[src/pkg/mmpc_defs.svh]
// Register offsets, field positions, reset values and timing figures of the pulse counter
`ifndef MMPC_DEFS_SVH
`define MMPC_DEFS_SVH

// Register byte offsets
`define MMPC_OFF_CTRL 6'h00
`define MMPC_OFF_CMD 6'h04
`define MMPC_OFF_PRESET 6'h08
`define MMPC_OFF_MODULO 6'h0C
`define MMPC_OFF_COUNT 6'h10
`define MMPC_OFF_STATUS 6'h14
`define MMPC_OFF_FREQ 6'h18
`define MMPC_OFF_EVENTS 6'h1C
`define MMPC_OFF_INTERVAL 6'h20
`define MMPC_OFF_PWM_PERIOD 6'h24
`define MMPC_OFF_PWM_HIGH 6'h28

// Control register fields
`define MMPC_CTRL_MODE_LSB 0
`define MMPC_CTRL_MODE_MSB 2
`define MMPC_CTRL_ENABLE 4
`define MMPC_CTRL_AUX_GATE 5
`define MMPC_CTRL_VARIANT8 6
`define MMPC_CTRL_OUT1 7

// Command register fields
`define MMPC_CMD_VALID_SYNC 0
`define MMPC_CMD_FORCE_ENABLE 1

// Status register fields
`define MMPC_STAT_DONE 0
`define MMPC_STAT_WRAP 1

// Reset values
`define MMPC_RST_WORD 32'h0000_0000
`define MMPC_RST_INTERVAL 32'h0000_0001
`define MMPC_ONE 32'h0000_0001

// Timing figures in their own units
`define MMPC_CLK_HZ 200000000
`define MMPC_TICK_MS 1
`define MMPC_GATE_MS 1000
`define MMPC_BLANK_MS 100
`define MMPC_EVT_MIN_US 50
`define MMPC_PWM_MAX_HZ 4000

`endif

[src/pkg/mmpc_pkg.sv]
// Types shared by the pulse counter modules
package mmpc_pkg;

  typedef enum logic [2:0] {
    MMPC_DOWN,
    MMPC_MODULO,
    MMPC_CNT32,
    MMPC_FREQ,
    MMPC_EVENT,
    MMPC_PWM,
    MMPC_IDLE6,
    MMPC_IDLE7
  } mmpc_mode_t;

  typedef struct packed {
    logic prev;
    logic [31:0] high_cnt;
    logic fired;
    logic rise;
    logic fall;
  } mmpc_filt_t;

  typedef struct packed {
    logic waitreq;
    logic [31:0] rdata;
    mmpc_mode_t mode;
    logic enable;
    logic aux_gate;
    logic variant8;
    logic out1;
    logic valid_sync;
    logic force_enable;
    logic [31:0] preset;
    logic [31:0] modulo;
    logic [31:0] interval;
    logic [31:0] pwm_period;
    logic [31:0] pwm_high;
    logic [31:0] count;
    logic [31:0] count_vis;
    logic [31:0] freq;
    logic [31:0] events;
    logic [31:0] acc;
    logic done;
    logic wrap;
    logic [31:0] ms_div;
    logic [31:0] win_ms;
    logic [31:0] blank_ms;
    logic [31:0] pwm_cnt;
    logic out0;
  } mmpc_state_t;

endpackage

[src/rtl/mmpc_core.sv]
// Multi-mode pulse counter channel with Avalon-MM register slave
//
// Behaviour
// - Downcount: sync event loads preset, count pulses decrement it down to zero.
// - Outside eight-channel mode, downcount pulses change the counter only while enable is active.
// - Visible count register refreshes once per millisecond while downcounting.
// - Preset register is a full 32-bit unsigned value.
// - Downcount counter holds values up to 4,294,967,295.
// - Modulo up: count to modulo minus one, then wrap to zero.
// - Modulo down: count to zero, then reload modulo minus one.
// - Modulo setting zero means full 32-bit wrap.
// - 32-bit mode counter is signed two's complement.
// - Width modulation drives only the modulated output; second output independent.
// - Modulation frequency capped at 4 kHz; duty range follows period.
// - Frequency mode reports first input pulse rate in hertz, 1 Hz resolution.
// - Event mode counts first input pulses per user-set interval.
// - Auxiliary input gates event counting only when its enable is configured.
// - Eight-channel event pulses count only when longer than 50 us.
// - Eight-channel event pulses within 100 ms of sync are dropped.
// - Eight-channel downcount: aux edge loads preset once validated; decrement needs force-enable.
`timescale 1ns/100ps
`default_nettype none
`include "mmpc_defs.svh"
module mmpc_core
  import mmpc_pkg::*;
#(
  parameter int unsigned MS_CYCLES = `MMPC_CLK_HZ / 1000 * `MMPC_TICK_MS,
  parameter int unsigned EVT_MIN_CYCLES = `MMPC_CLK_HZ / 1000000 * `MMPC_EVT_MIN_US,
  parameter int unsigned PWM_MIN_PERIOD = `MMPC_CLK_HZ / `MMPC_PWM_MAX_HZ
) (
  // Clock and reset
  input wire logic core_clk,
  input wire logic rst_n,
  // Avalon-MM slave
  input wire logic [5:0] avs_address,
  input wire logic avs_read,
  input wire logic avs_write,
  input wire logic [31:0] avs_writedata,
  input wire logic [3:0] avs_byteenable,
  output logic [31:0] avs_readdata,
  output logic avs_waitrequest,
  // Field inputs
  input wire logic in_a,
  input wire logic in_b,
  input wire logic in_sync,
  input wire logic in_aux,
  // Field outputs
  output logic modulated_output,
  output logic second_output,
  output logic done_flag
);
  import mmpc_pkg::*;

  localparam logic [31:0] MS_LAST = 32'(MS_CYCLES - 1);
  localparam logic [31:0] EVT_MIN = 32'(EVT_MIN_CYCLES);
  localparam logic [31:0] PWM_MIN = 32'(PWM_MIN_PERIOD);
  localparam logic [31:0] GATE_LAST = 32'(`MMPC_GATE_MS - 1);
  localparam logic [31:0] BLANK_LEN = 32'(`MMPC_BLANK_MS);

  mmpc_state_t s;
  mmpc_state_t next_s;

  logic a_rise;
  logic b_rise;
  logic sync_rise;
  logic aux_rise;
  logic aux_fall;
  logic [31:0] a_min;

  // Long-pulse qualification only for eight-channel event counting
  assign a_min = (s.variant8 && s.mode == MMPC_EVENT) ? EVT_MIN : '0;

  mmpc_pulse_filter u_filt_a (
    .core_clk(core_clk),
    .rst_n(rst_n),
    .pin(in_a),
    .min_cycles(a_min),
    .rise(a_rise),
    .fall()
  );

  mmpc_pulse_filter u_filt_b (
    .core_clk(core_clk),
    .rst_n(rst_n),
    .pin(in_b),
    .min_cycles('0),
    .rise(b_rise),
    .fall()
  );

  mmpc_pulse_filter u_filt_sync (
    .core_clk(core_clk),
    .rst_n(rst_n),
    .pin(in_sync),
    .min_cycles('0),
    .rise(sync_rise),
    .fall()
  );

  mmpc_pulse_filter u_filt_aux (
    .core_clk(core_clk),
    .rst_n(rst_n),
    .pin(in_aux),
    .min_cycles('0),
    .rise(aux_rise),
    .fall(aux_fall)
  );

  function automatic logic [31:0] be_merge(input logic [31:0] old, input logic [31:0] wd, input logic [3:0] be);
    logic [31:0] r;
    r = old;
    for (int i = 0; i < 4; i++) begin
      if (be[i]) begin
        r[i*8 +: 8] = wd[i*8 +: 8];
      end
    end
    return r;
  endfunction

  logic ms_tick;
  logic [31:0] mod_last;
  logic [31:0] pwm_per;
  logic [31:0] pwm_hi;
  logic [31:0] win_last;
  logic dn_load;
  logic dn_step;
  logic ev_count;
  logic req;
  logic [31:0] wd;
  logic wrap_set;

  always_comb begin
    next_s = s;
    ms_tick = (s.ms_div == MS_LAST);
    next_s.ms_div = ms_tick ? '0 : s.ms_div + `MMPC_ONE;
    mod_last = s.modulo - `MMPC_ONE;
    pwm_per = (s.pwm_period < PWM_MIN) ? PWM_MIN : s.pwm_period;
    pwm_hi = (s.pwm_high > pwm_per) ? pwm_per : s.pwm_high;
    win_last = (s.interval == '0) ? '0 : s.interval - `MMPC_ONE;
    dn_load = 1'b0;
    dn_step = 1'b0;
    ev_count = 1'b0;
    req = (avs_read || avs_write) && s.waitreq;
    wd = avs_writedata;
    wrap_set = 1'b0;

    // Counting modes
    case (s.mode)
      MMPC_DOWN: begin
        if (s.variant8) begin
          dn_load = s.valid_sync && (aux_rise || aux_fall);
          dn_step = s.force_enable && a_rise;
        end else begin
          dn_load = sync_rise;
          dn_step = s.enable && a_rise;
        end
        if (dn_load) begin
          next_s.count = s.preset;
          next_s.done = (s.preset == '0);
        end else if (dn_step && s.count != '0) begin
          next_s.count = s.count - `MMPC_ONE;
          if (s.count == `MMPC_ONE) begin
            next_s.done = 1'b1;
          end
        end
        if (ms_tick) begin
          next_s.count_vis = next_s.count;
        end
      end
      MMPC_MODULO: begin
        if (a_rise && !b_rise) begin
          if (s.count == mod_last) begin
            next_s.count = '0;
            next_s.wrap = 1'b1;
            wrap_set = 1'b1;
          end else begin
            next_s.count = s.count + `MMPC_ONE;
          end
        end else if (b_rise && !a_rise) begin
          if (s.count == '0) begin
            next_s.count = mod_last;
            next_s.wrap = 1'b1;
            wrap_set = 1'b1;
          end else begin
            next_s.count = s.count - `MMPC_ONE;
          end
        end
        next_s.count_vis = next_s.count;
      end
      MMPC_CNT32: begin
        // Simultaneous up and down pulses cancel; arithmetic wraps in two's complement
        if (sync_rise) begin
          next_s.count = s.preset;
        end else if (a_rise && !b_rise) begin
          next_s.count = 32'($signed(s.count) + 1);
        end else if (b_rise && !a_rise) begin
          next_s.count = 32'($signed(s.count) - 1);
        end
        next_s.count_vis = next_s.count;
      end
      MMPC_FREQ: begin
        if (a_rise) begin
          next_s.acc = s.acc + `MMPC_ONE;
        end
        if (ms_tick) begin
          if (s.win_ms >= GATE_LAST) begin
            // One-second gate gives pulses per second directly
            next_s.freq = s.acc + {31'h0000_0000, a_rise};
            next_s.acc = '0;
            next_s.win_ms = '0;
          end else begin
            next_s.win_ms = s.win_ms + `MMPC_ONE;
          end
        end
      end
      MMPC_EVENT: begin
        ev_count = a_rise && (!s.aux_gate || in_aux);
        if (s.variant8 && s.blank_ms != '0) begin
          ev_count = 1'b0;
        end
        if (ev_count) begin
          next_s.acc = s.acc + `MMPC_ONE;
        end
        if (ms_tick && s.blank_ms != '0) begin
          next_s.blank_ms = s.blank_ms - `MMPC_ONE;
        end
        if (sync_rise) begin
          next_s.acc = '0;
          next_s.win_ms = '0;
          next_s.blank_ms = s.variant8 ? BLANK_LEN : '0;
        end else if (ms_tick) begin
          if (s.win_ms >= win_last) begin
            next_s.events = s.acc + {31'h0000_0000, ev_count};
            next_s.acc = '0;
            next_s.win_ms = '0;
          end else begin
            next_s.win_ms = s.win_ms + `MMPC_ONE;
          end
        end
      end
      MMPC_PWM: begin
        next_s.pwm_cnt = (s.pwm_cnt >= pwm_per - `MMPC_ONE) ? '0 : s.pwm_cnt + `MMPC_ONE;
      end
      default: begin
        next_s.count_vis = s.count_vis;
      end
    endcase

    // Modulated output: waveform in modulation mode, completion flag otherwise
    if (s.mode == MMPC_PWM) begin
      next_s.out0 = (s.pwm_cnt < pwm_hi);
    end else begin
      next_s.out0 = s.done;
    end

    // Register slave: one wait cycle, then data with waitrequest low
    next_s.waitreq = 1'b1;
    if (req) begin
      next_s.waitreq = 1'b0;
      next_s.rdata = '0;
      if (avs_write) begin
        if (avs_address == `MMPC_OFF_CTRL) begin
          if (avs_byteenable[0]) begin
            next_s.mode = mmpc_mode_t'(wd[`MMPC_CTRL_MODE_MSB:`MMPC_CTRL_MODE_LSB]);
            next_s.enable = wd[`MMPC_CTRL_ENABLE];
            next_s.aux_gate = wd[`MMPC_CTRL_AUX_GATE];
            next_s.variant8 = wd[`MMPC_CTRL_VARIANT8];
            next_s.out1 = wd[`MMPC_CTRL_OUT1];
            // Any control write with byte lane 0 enabled restarts the measurement windows
            next_s.acc = '0;
            next_s.win_ms = '0;
            next_s.pwm_cnt = '0;
          end
        end else if (avs_address == `MMPC_OFF_CMD) begin
          if (avs_byteenable[0]) begin
            next_s.valid_sync = wd[`MMPC_CMD_VALID_SYNC];
            next_s.force_enable = wd[`MMPC_CMD_FORCE_ENABLE];
          end
        end else if (avs_address == `MMPC_OFF_PRESET) begin
          next_s.preset = be_merge(s.preset, wd, avs_byteenable);
        end else if (avs_address == `MMPC_OFF_MODULO) begin
          next_s.modulo = be_merge(s.modulo, wd, avs_byteenable);
        end else if (avs_address == `MMPC_OFF_STATUS) begin
          // Write one clears the wrap bit; a wrap in this same cycle wins
          if (avs_byteenable[0] && wd[`MMPC_STAT_WRAP] && !wrap_set) begin
            next_s.wrap = 1'b0;
          end
        end else if (avs_address == `MMPC_OFF_INTERVAL) begin
          next_s.interval = be_merge(s.interval, wd, avs_byteenable);
        end else if (avs_address == `MMPC_OFF_PWM_PERIOD) begin
          next_s.pwm_period = be_merge(s.pwm_period, wd, avs_byteenable);
        end else if (avs_address == `MMPC_OFF_PWM_HIGH) begin
          next_s.pwm_high = be_merge(s.pwm_high, wd, avs_byteenable);
        end
      end else begin
        if (avs_address == `MMPC_OFF_CTRL) begin
          next_s.rdata[`MMPC_CTRL_MODE_MSB:`MMPC_CTRL_MODE_LSB] = s.mode;
          next_s.rdata[`MMPC_CTRL_ENABLE] = s.enable;
          next_s.rdata[`MMPC_CTRL_AUX_GATE] = s.aux_gate;
          next_s.rdata[`MMPC_CTRL_VARIANT8] = s.variant8;
          next_s.rdata[`MMPC_CTRL_OUT1] = s.out1;
        end else if (avs_address == `MMPC_OFF_CMD) begin
          next_s.rdata[`MMPC_CMD_VALID_SYNC] = s.valid_sync;
          next_s.rdata[`MMPC_CMD_FORCE_ENABLE] = s.force_enable;
        end else if (avs_address == `MMPC_OFF_PRESET) begin
          next_s.rdata = s.preset;
        end else if (avs_address == `MMPC_OFF_MODULO) begin
          next_s.rdata = s.modulo;
        end else if (avs_address == `MMPC_OFF_COUNT) begin
          next_s.rdata = s.count_vis;
        end else if (avs_address == `MMPC_OFF_STATUS) begin
          next_s.rdata[`MMPC_STAT_DONE] = s.done;
          next_s.rdata[`MMPC_STAT_WRAP] = s.wrap;
        end else if (avs_address == `MMPC_OFF_FREQ) begin
          next_s.rdata = s.freq;
        end else if (avs_address == `MMPC_OFF_EVENTS) begin
          next_s.rdata = s.events;
        end else if (avs_address == `MMPC_OFF_INTERVAL) begin
          next_s.rdata = s.interval;
        end else if (avs_address == `MMPC_OFF_PWM_PERIOD) begin
          next_s.rdata = s.pwm_period;
        end else if (avs_address == `MMPC_OFF_PWM_HIGH) begin
          next_s.rdata = s.pwm_high;
        end
      end
    end
  end

  always_ff @(posedge core_clk) begin
    if (!rst_n) begin
      s <= '0;
      s.waitreq <= 1'b1;
      s.mode <= MMPC_DOWN;
      s.interval <= `MMPC_RST_INTERVAL;
      s.preset <= `MMPC_RST_WORD;
      s.modulo <= `MMPC_RST_WORD;
    end else begin
      s <= next_s;
    end
  end

  assign avs_readdata = s.rdata;
  assign avs_waitrequest = s.waitreq;
  assign modulated_output = s.out0;
  assign second_output = s.out1;
  assign done_flag = s.done;
endmodule // mmpc_core
`default_nettype wire

[src/rtl/mmpc_pulse_filter.sv]
// Edge detector with optional minimum high-time qualification
`timescale 1ns/100ps
`default_nettype none
module mmpc_pulse_filter
  import mmpc_pkg::*;
(
  // Clock and reset
  input wire logic core_clk,
  input wire logic rst_n,
  // Pulse input and qualification length, zero for plain edges
  input wire logic pin,
  input wire logic [31:0] min_cycles,
  // Qualified rising event and falling edge
  output logic rise,
  output logic fall
);
  import mmpc_pkg::*;

  mmpc_filt_t s;
  mmpc_filt_t next_s;

  always_comb begin
    next_s = s;
    next_s.prev = pin;
    next_s.rise = 1'b0;
    next_s.fall = s.prev && !pin;
    if (!pin) begin
      next_s.high_cnt = '0;
      next_s.fired = 1'b0;
    end else if (min_cycles == '0) begin
      next_s.rise = !s.prev;
    end else if (!s.fired) begin
      next_s.high_cnt = s.high_cnt + `MMPC_ONE;
      // Fires only once high time exceeds the minimum
      if (s.high_cnt >= min_cycles) begin
        next_s.rise = 1'b1;
        next_s.fired = 1'b1;
      end
    end
  end

  always_ff @(posedge core_clk) begin
    if (!rst_n) begin
      s <= '0;
    end else begin
      s <= next_s;
    end
  end

  assign rise = s.rise;
  assign fall = s.fall;
endmodule // mmpc_pulse_filter
`default_nettype wire

[config.mk]
export PLATFORM = sky130hd
export DESIGN_NAME = mmpc_core
export DESIGN_NICKNAME = d
export VERILOG_FILES = /design/src/pkg/mmpc_pkg.sv /design/src/rtl/mmpc_core.sv /design/src/rtl/mmpc_pulse_filter.sv
export VERILOG_INCLUDE_DIRS = /design/src /design/src/pkg
export SDC_FILE = /design/constraint.sdc
export NUM_CORES = 2
export LEC_CHECK = 0
export ABC_CLOCK_PERIOD_IN_PS = 7450
export BUFFER_PORTS_ARGS = -buffer_cell sky130_fd_sc_hd__buf_2
export CAP_MARGIN = 20
export CORE_ASPECT_RATIO = 2
export CORE_MARGIN = 2
export CORE_UTILIZATION = 56
export DETAILED_ROUTE_END_ITERATION = 8
export PLACE_DENSITY = 0.83
export SLEW_MARGIN = 20
export SYNTH_ARGS = -nofsm -noshare
export SYNTH_HDL_FRONTEND = slang
export SYNTH_HIERARCHICAL = 1
export SYNTH_SLANG_ARGS = --single-unit
export TNS_END_PERCENT = 10
[constraint.sdc]
create_clock -name core_clk -period 7.45 [get_ports core_clk]
set_input_delay 0.745 -clock core_clk [delete_from_list [all_inputs] [get_ports core_clk]]
set_output_delay 0.745 -clock core_clk [all_outputs]
set_load 0.02 [all_outputs]
==> flow_summary.ini <==
[drt]
total_wire_length_um = 176000
drt_iter0_drc = 4102
drcViolationCount = 0
drt_pre_antenna_iters = 6
avgRoutedWirePerCell_um = 25.62
drt-vias-per-instance = 6.538
route.vias.total = 44911
antenna_left = 0

[worst_setup_path]
cp_max_fo = 13
worst_ep_arrival_time_ps = 7360
path_class = reg2reg
worstSetupEndpointType = flip-flop
worst_ep_required_time_ps = 8080
reg2reg_from = s[348]
startpoint_type = flip-flop
crit_start = s[348]

[cts]
clock_tree.buffer_depth = 3
tritoncts = done
htree_num_levels = 2
worst_setup_hold_path_clk_slew_ps = 70
cts_inserted_buffers = 61
clock-sinks = 634
hold_buffers = 0
cts_root_buffer = sky130_fd_sc_hd__clkbuf_16
worstSkewPairLatency_ps = 700

[synth]
synth_warnings = 6
post_synth.cell_area_avg_um2 = 7.694
netlist_instances = 5698
synthesis.area_mm2 = 0.04384

[timing]
period_minus_slack_ps = 6732
final-setup-viol-count = 0
worst_case_headroom_to_the_max_slew_limit_pct = 18.36
tightestPinTransition_ps = 1224
rsz0062_at_grt = false
fmax_ghz = 0.1486
worst_case_hold_slack_ps = 320.5
final_critical_path_setup_slack_ps = 718.4
hold_viol_final = 0
final-max-slew-violation-count = 0
finClkSkew_ps = 19.84
timing.setup.tns_ps = 0
period_share_pct = 90.36

[floorplanning]
initial_utilization_pct = 56.33
die_height_um = 399.7
floorplan_core_area_mm2 = 0.07783
placementRows = 145
fp.dieArea_mm2 = 0.08068
io_pins = 86
chipWidth_um = 201.9

[global_route]
grt_remaining_overflow = 0
gr-usage-all-layers_pct = 43.04
antenna_found_initial = 24
grt_max_degree = 105
grt_first_pass_wirelength_um = 263100
grt_pass1_vias = 43645

[placed_design]
placement.io_buffers = 85
preCtsSetupSlack_ps = 555.1
gpl.final_weighted_congestion = 1.087
hpwlAfterDp_um = 128600

[cells_and_area]
layout.nets = 6099
final_layout_size_suffix_gt1_share_pct = 7.807
area_delta_synth_final_pct = 9.472
postLayoutCoreUtil_pct = 61.67

[run_status]
run_status = completed

[run]
cap_viol_max_count = 0

[power_and_ir_drop]
irDropWorstVdd_uv = 179.7
leakagePower_nw = 18.67
powerDensity_mw_per_mm2 = 153.3

[min_path]
hp-class = in2reg
start_point_of_the_worst_min_delay_path = avs_read
-- flip-flops by register name (all words and copies together) (netlist names) --
name              cells
u_filt_aux/s         34
avs_waitrequest       1
avs_readdata         32
u_filt_a/s           34
u_filt_aux/fall       1
second_output         1
s                   457
u_filt_sync/rise      1
u_filt_aux/rise       1
u_filt_b/s           34
u_filt_sync/s        34
u_filt_b/rise         1
u_filt_a/rise         1
done_flag             1
modulated_output      1
-- metal layers --
layer	part of all wire [%]	routed length [um]	vias to the layer above	global-route usage, %
li1	-	-	20388	-
met1	31	55390	21165	39.27
met2	47	83330	2237	73.09
met3	8.2	14430	1101	13.14
met4	13	22720	20	46.19
met5	0.079	139	-	0
-- power by group --
part	leakage, nW	switching, W	total [W]	internal [W]
sequential	5.11	0.0000130	0.00341	0.00340
clock	1.09	0.00151	0.00353	0.00202
combinational	12.5	0.000298	0.000417	0.000119
-- worst max-delay path, cell delays in order, from the launching register on --
cell and delay [ps]:
sky130_fd_sc_hd__dfxtp_1 380, sky130_fd_sc_hd__or4_1 670, sky130_fd_sc_hd__nor4_4 340, sky130_fd_sc_hd__and2_1 340
sky130_fd_sc_hd__o21ai_1 370, sky130_fd_sc_hd__nand2b_1 320, sky130_fd_sc_hd__inv_1 90, sky130_fd_sc_hd__ha_1 180
sky130_fd_sc_hd__a21o_1 170, sky130_fd_sc_hd__a21o_1 180, sky130_fd_sc_hd__a211o_1 410, sky130_fd_sc_hd__a2111oi_1 640
sky130_fd_sc_hd__a211oi_4 160, sky130_fd_sc_hd__buf_4 240, sky130_fd_sc_hd__mux2i_1 140, sky130_fd_sc_hd__ha_1 310
sky130_fd_sc_hd__a21o_1 180, sky130_fd_sc_hd__a21o_1 170, sky130_fd_sc_hd__a21o_1 200, sky130_fd_sc_hd__a21oi_1 150
sky130_fd_sc_hd__nor2_1 80, sky130_fd_sc_hd__o31ai_1 460, sky130_fd_sc_hd__nand3_1 130, sky130_fd_sc_hd__a21oi_1 210
sky130_fd_sc_hd__o21a_1 150
-- what timing repair did --
item / 4_1_cts / 5_1_grt
setup buffers: 0 / 1
gates resized for setup: 0 / 2
setup endpoints to repair: 0 / 1
-- path summary, 6_finish.rpt --
check,to,slack (ps),cells past startpoint
worst min-delay path,avs_waitrequest,320,2
worst max register to register,modulated_output,720,24
worst min register to register,s[97],470,1
worst max-delay path,modulated_output,720,24
-- cell usage in the layout (no fill, tap or decap), types with 83 or more instances in the layout --
master	n
sky130_fd_sc_hd__a21boi_0	159
sky130_fd_sc_hd__a21oi_1	253
sky130_fd_sc_hd__buf_2	83
sky130_fd_sc_hd__buf_4	87
sky130_fd_sc_hd__conb_1	246
sky130_fd_sc_hd__dfxtp_1	634
sky130_fd_sc_hd__ha_1	273
sky130_fd_sc_hd__inv_1	198
sky130_fd_sc_hd__nand2_1	712
sky130_fd_sc_hd__nand3_1	309
sky130_fd_sc_hd__nand4_1	138
sky130_fd_sc_hd__nor2_1	430
sky130_fd_sc_hd__nor3_1	131
sky130_fd_sc_hd__nor4_1	160
sky130_fd_sc_hd__o21ai_0	321
sky130_fd_sc_hd__xnor2_1	234
sky130_fd_sc_hd__xor2_1	187
-- stage by stage --
step | power (W) | cells | cell area, um2
6_report | 0.007358 | 6869 | 47990
5_1_grt | 0.007523 | 6861 | 47970
4_1_cts | 0.007352 | 6850 | 47830
3_5_place_dp | 0.003882 | 6735 | 45600
3_3_place_gp | 0.003876 | 6734 | 45570
2_1_floorplan | 0.003742 | 5943 | 44760
-- cell type report --
| cell class | instances | area (um2) |
|---|---|---|
| Fill cell | 7051 | 29840 |
| Multi-Input combinational cell | 4700 | 29830 |
| Sequential cell | 634 | 12690 |
| Clock buffer | 82 | 1768 |
| Tap cell | 1029 | 1287 |
| Timing Repair Buffer | 178 | 1175 |
| Inverter | 201 | 754.5 |
| Clock inverter | 33 | 461.7 |
| Antenna cell | 12 | 30.03 |
Power figures use the tool's default switching activity.
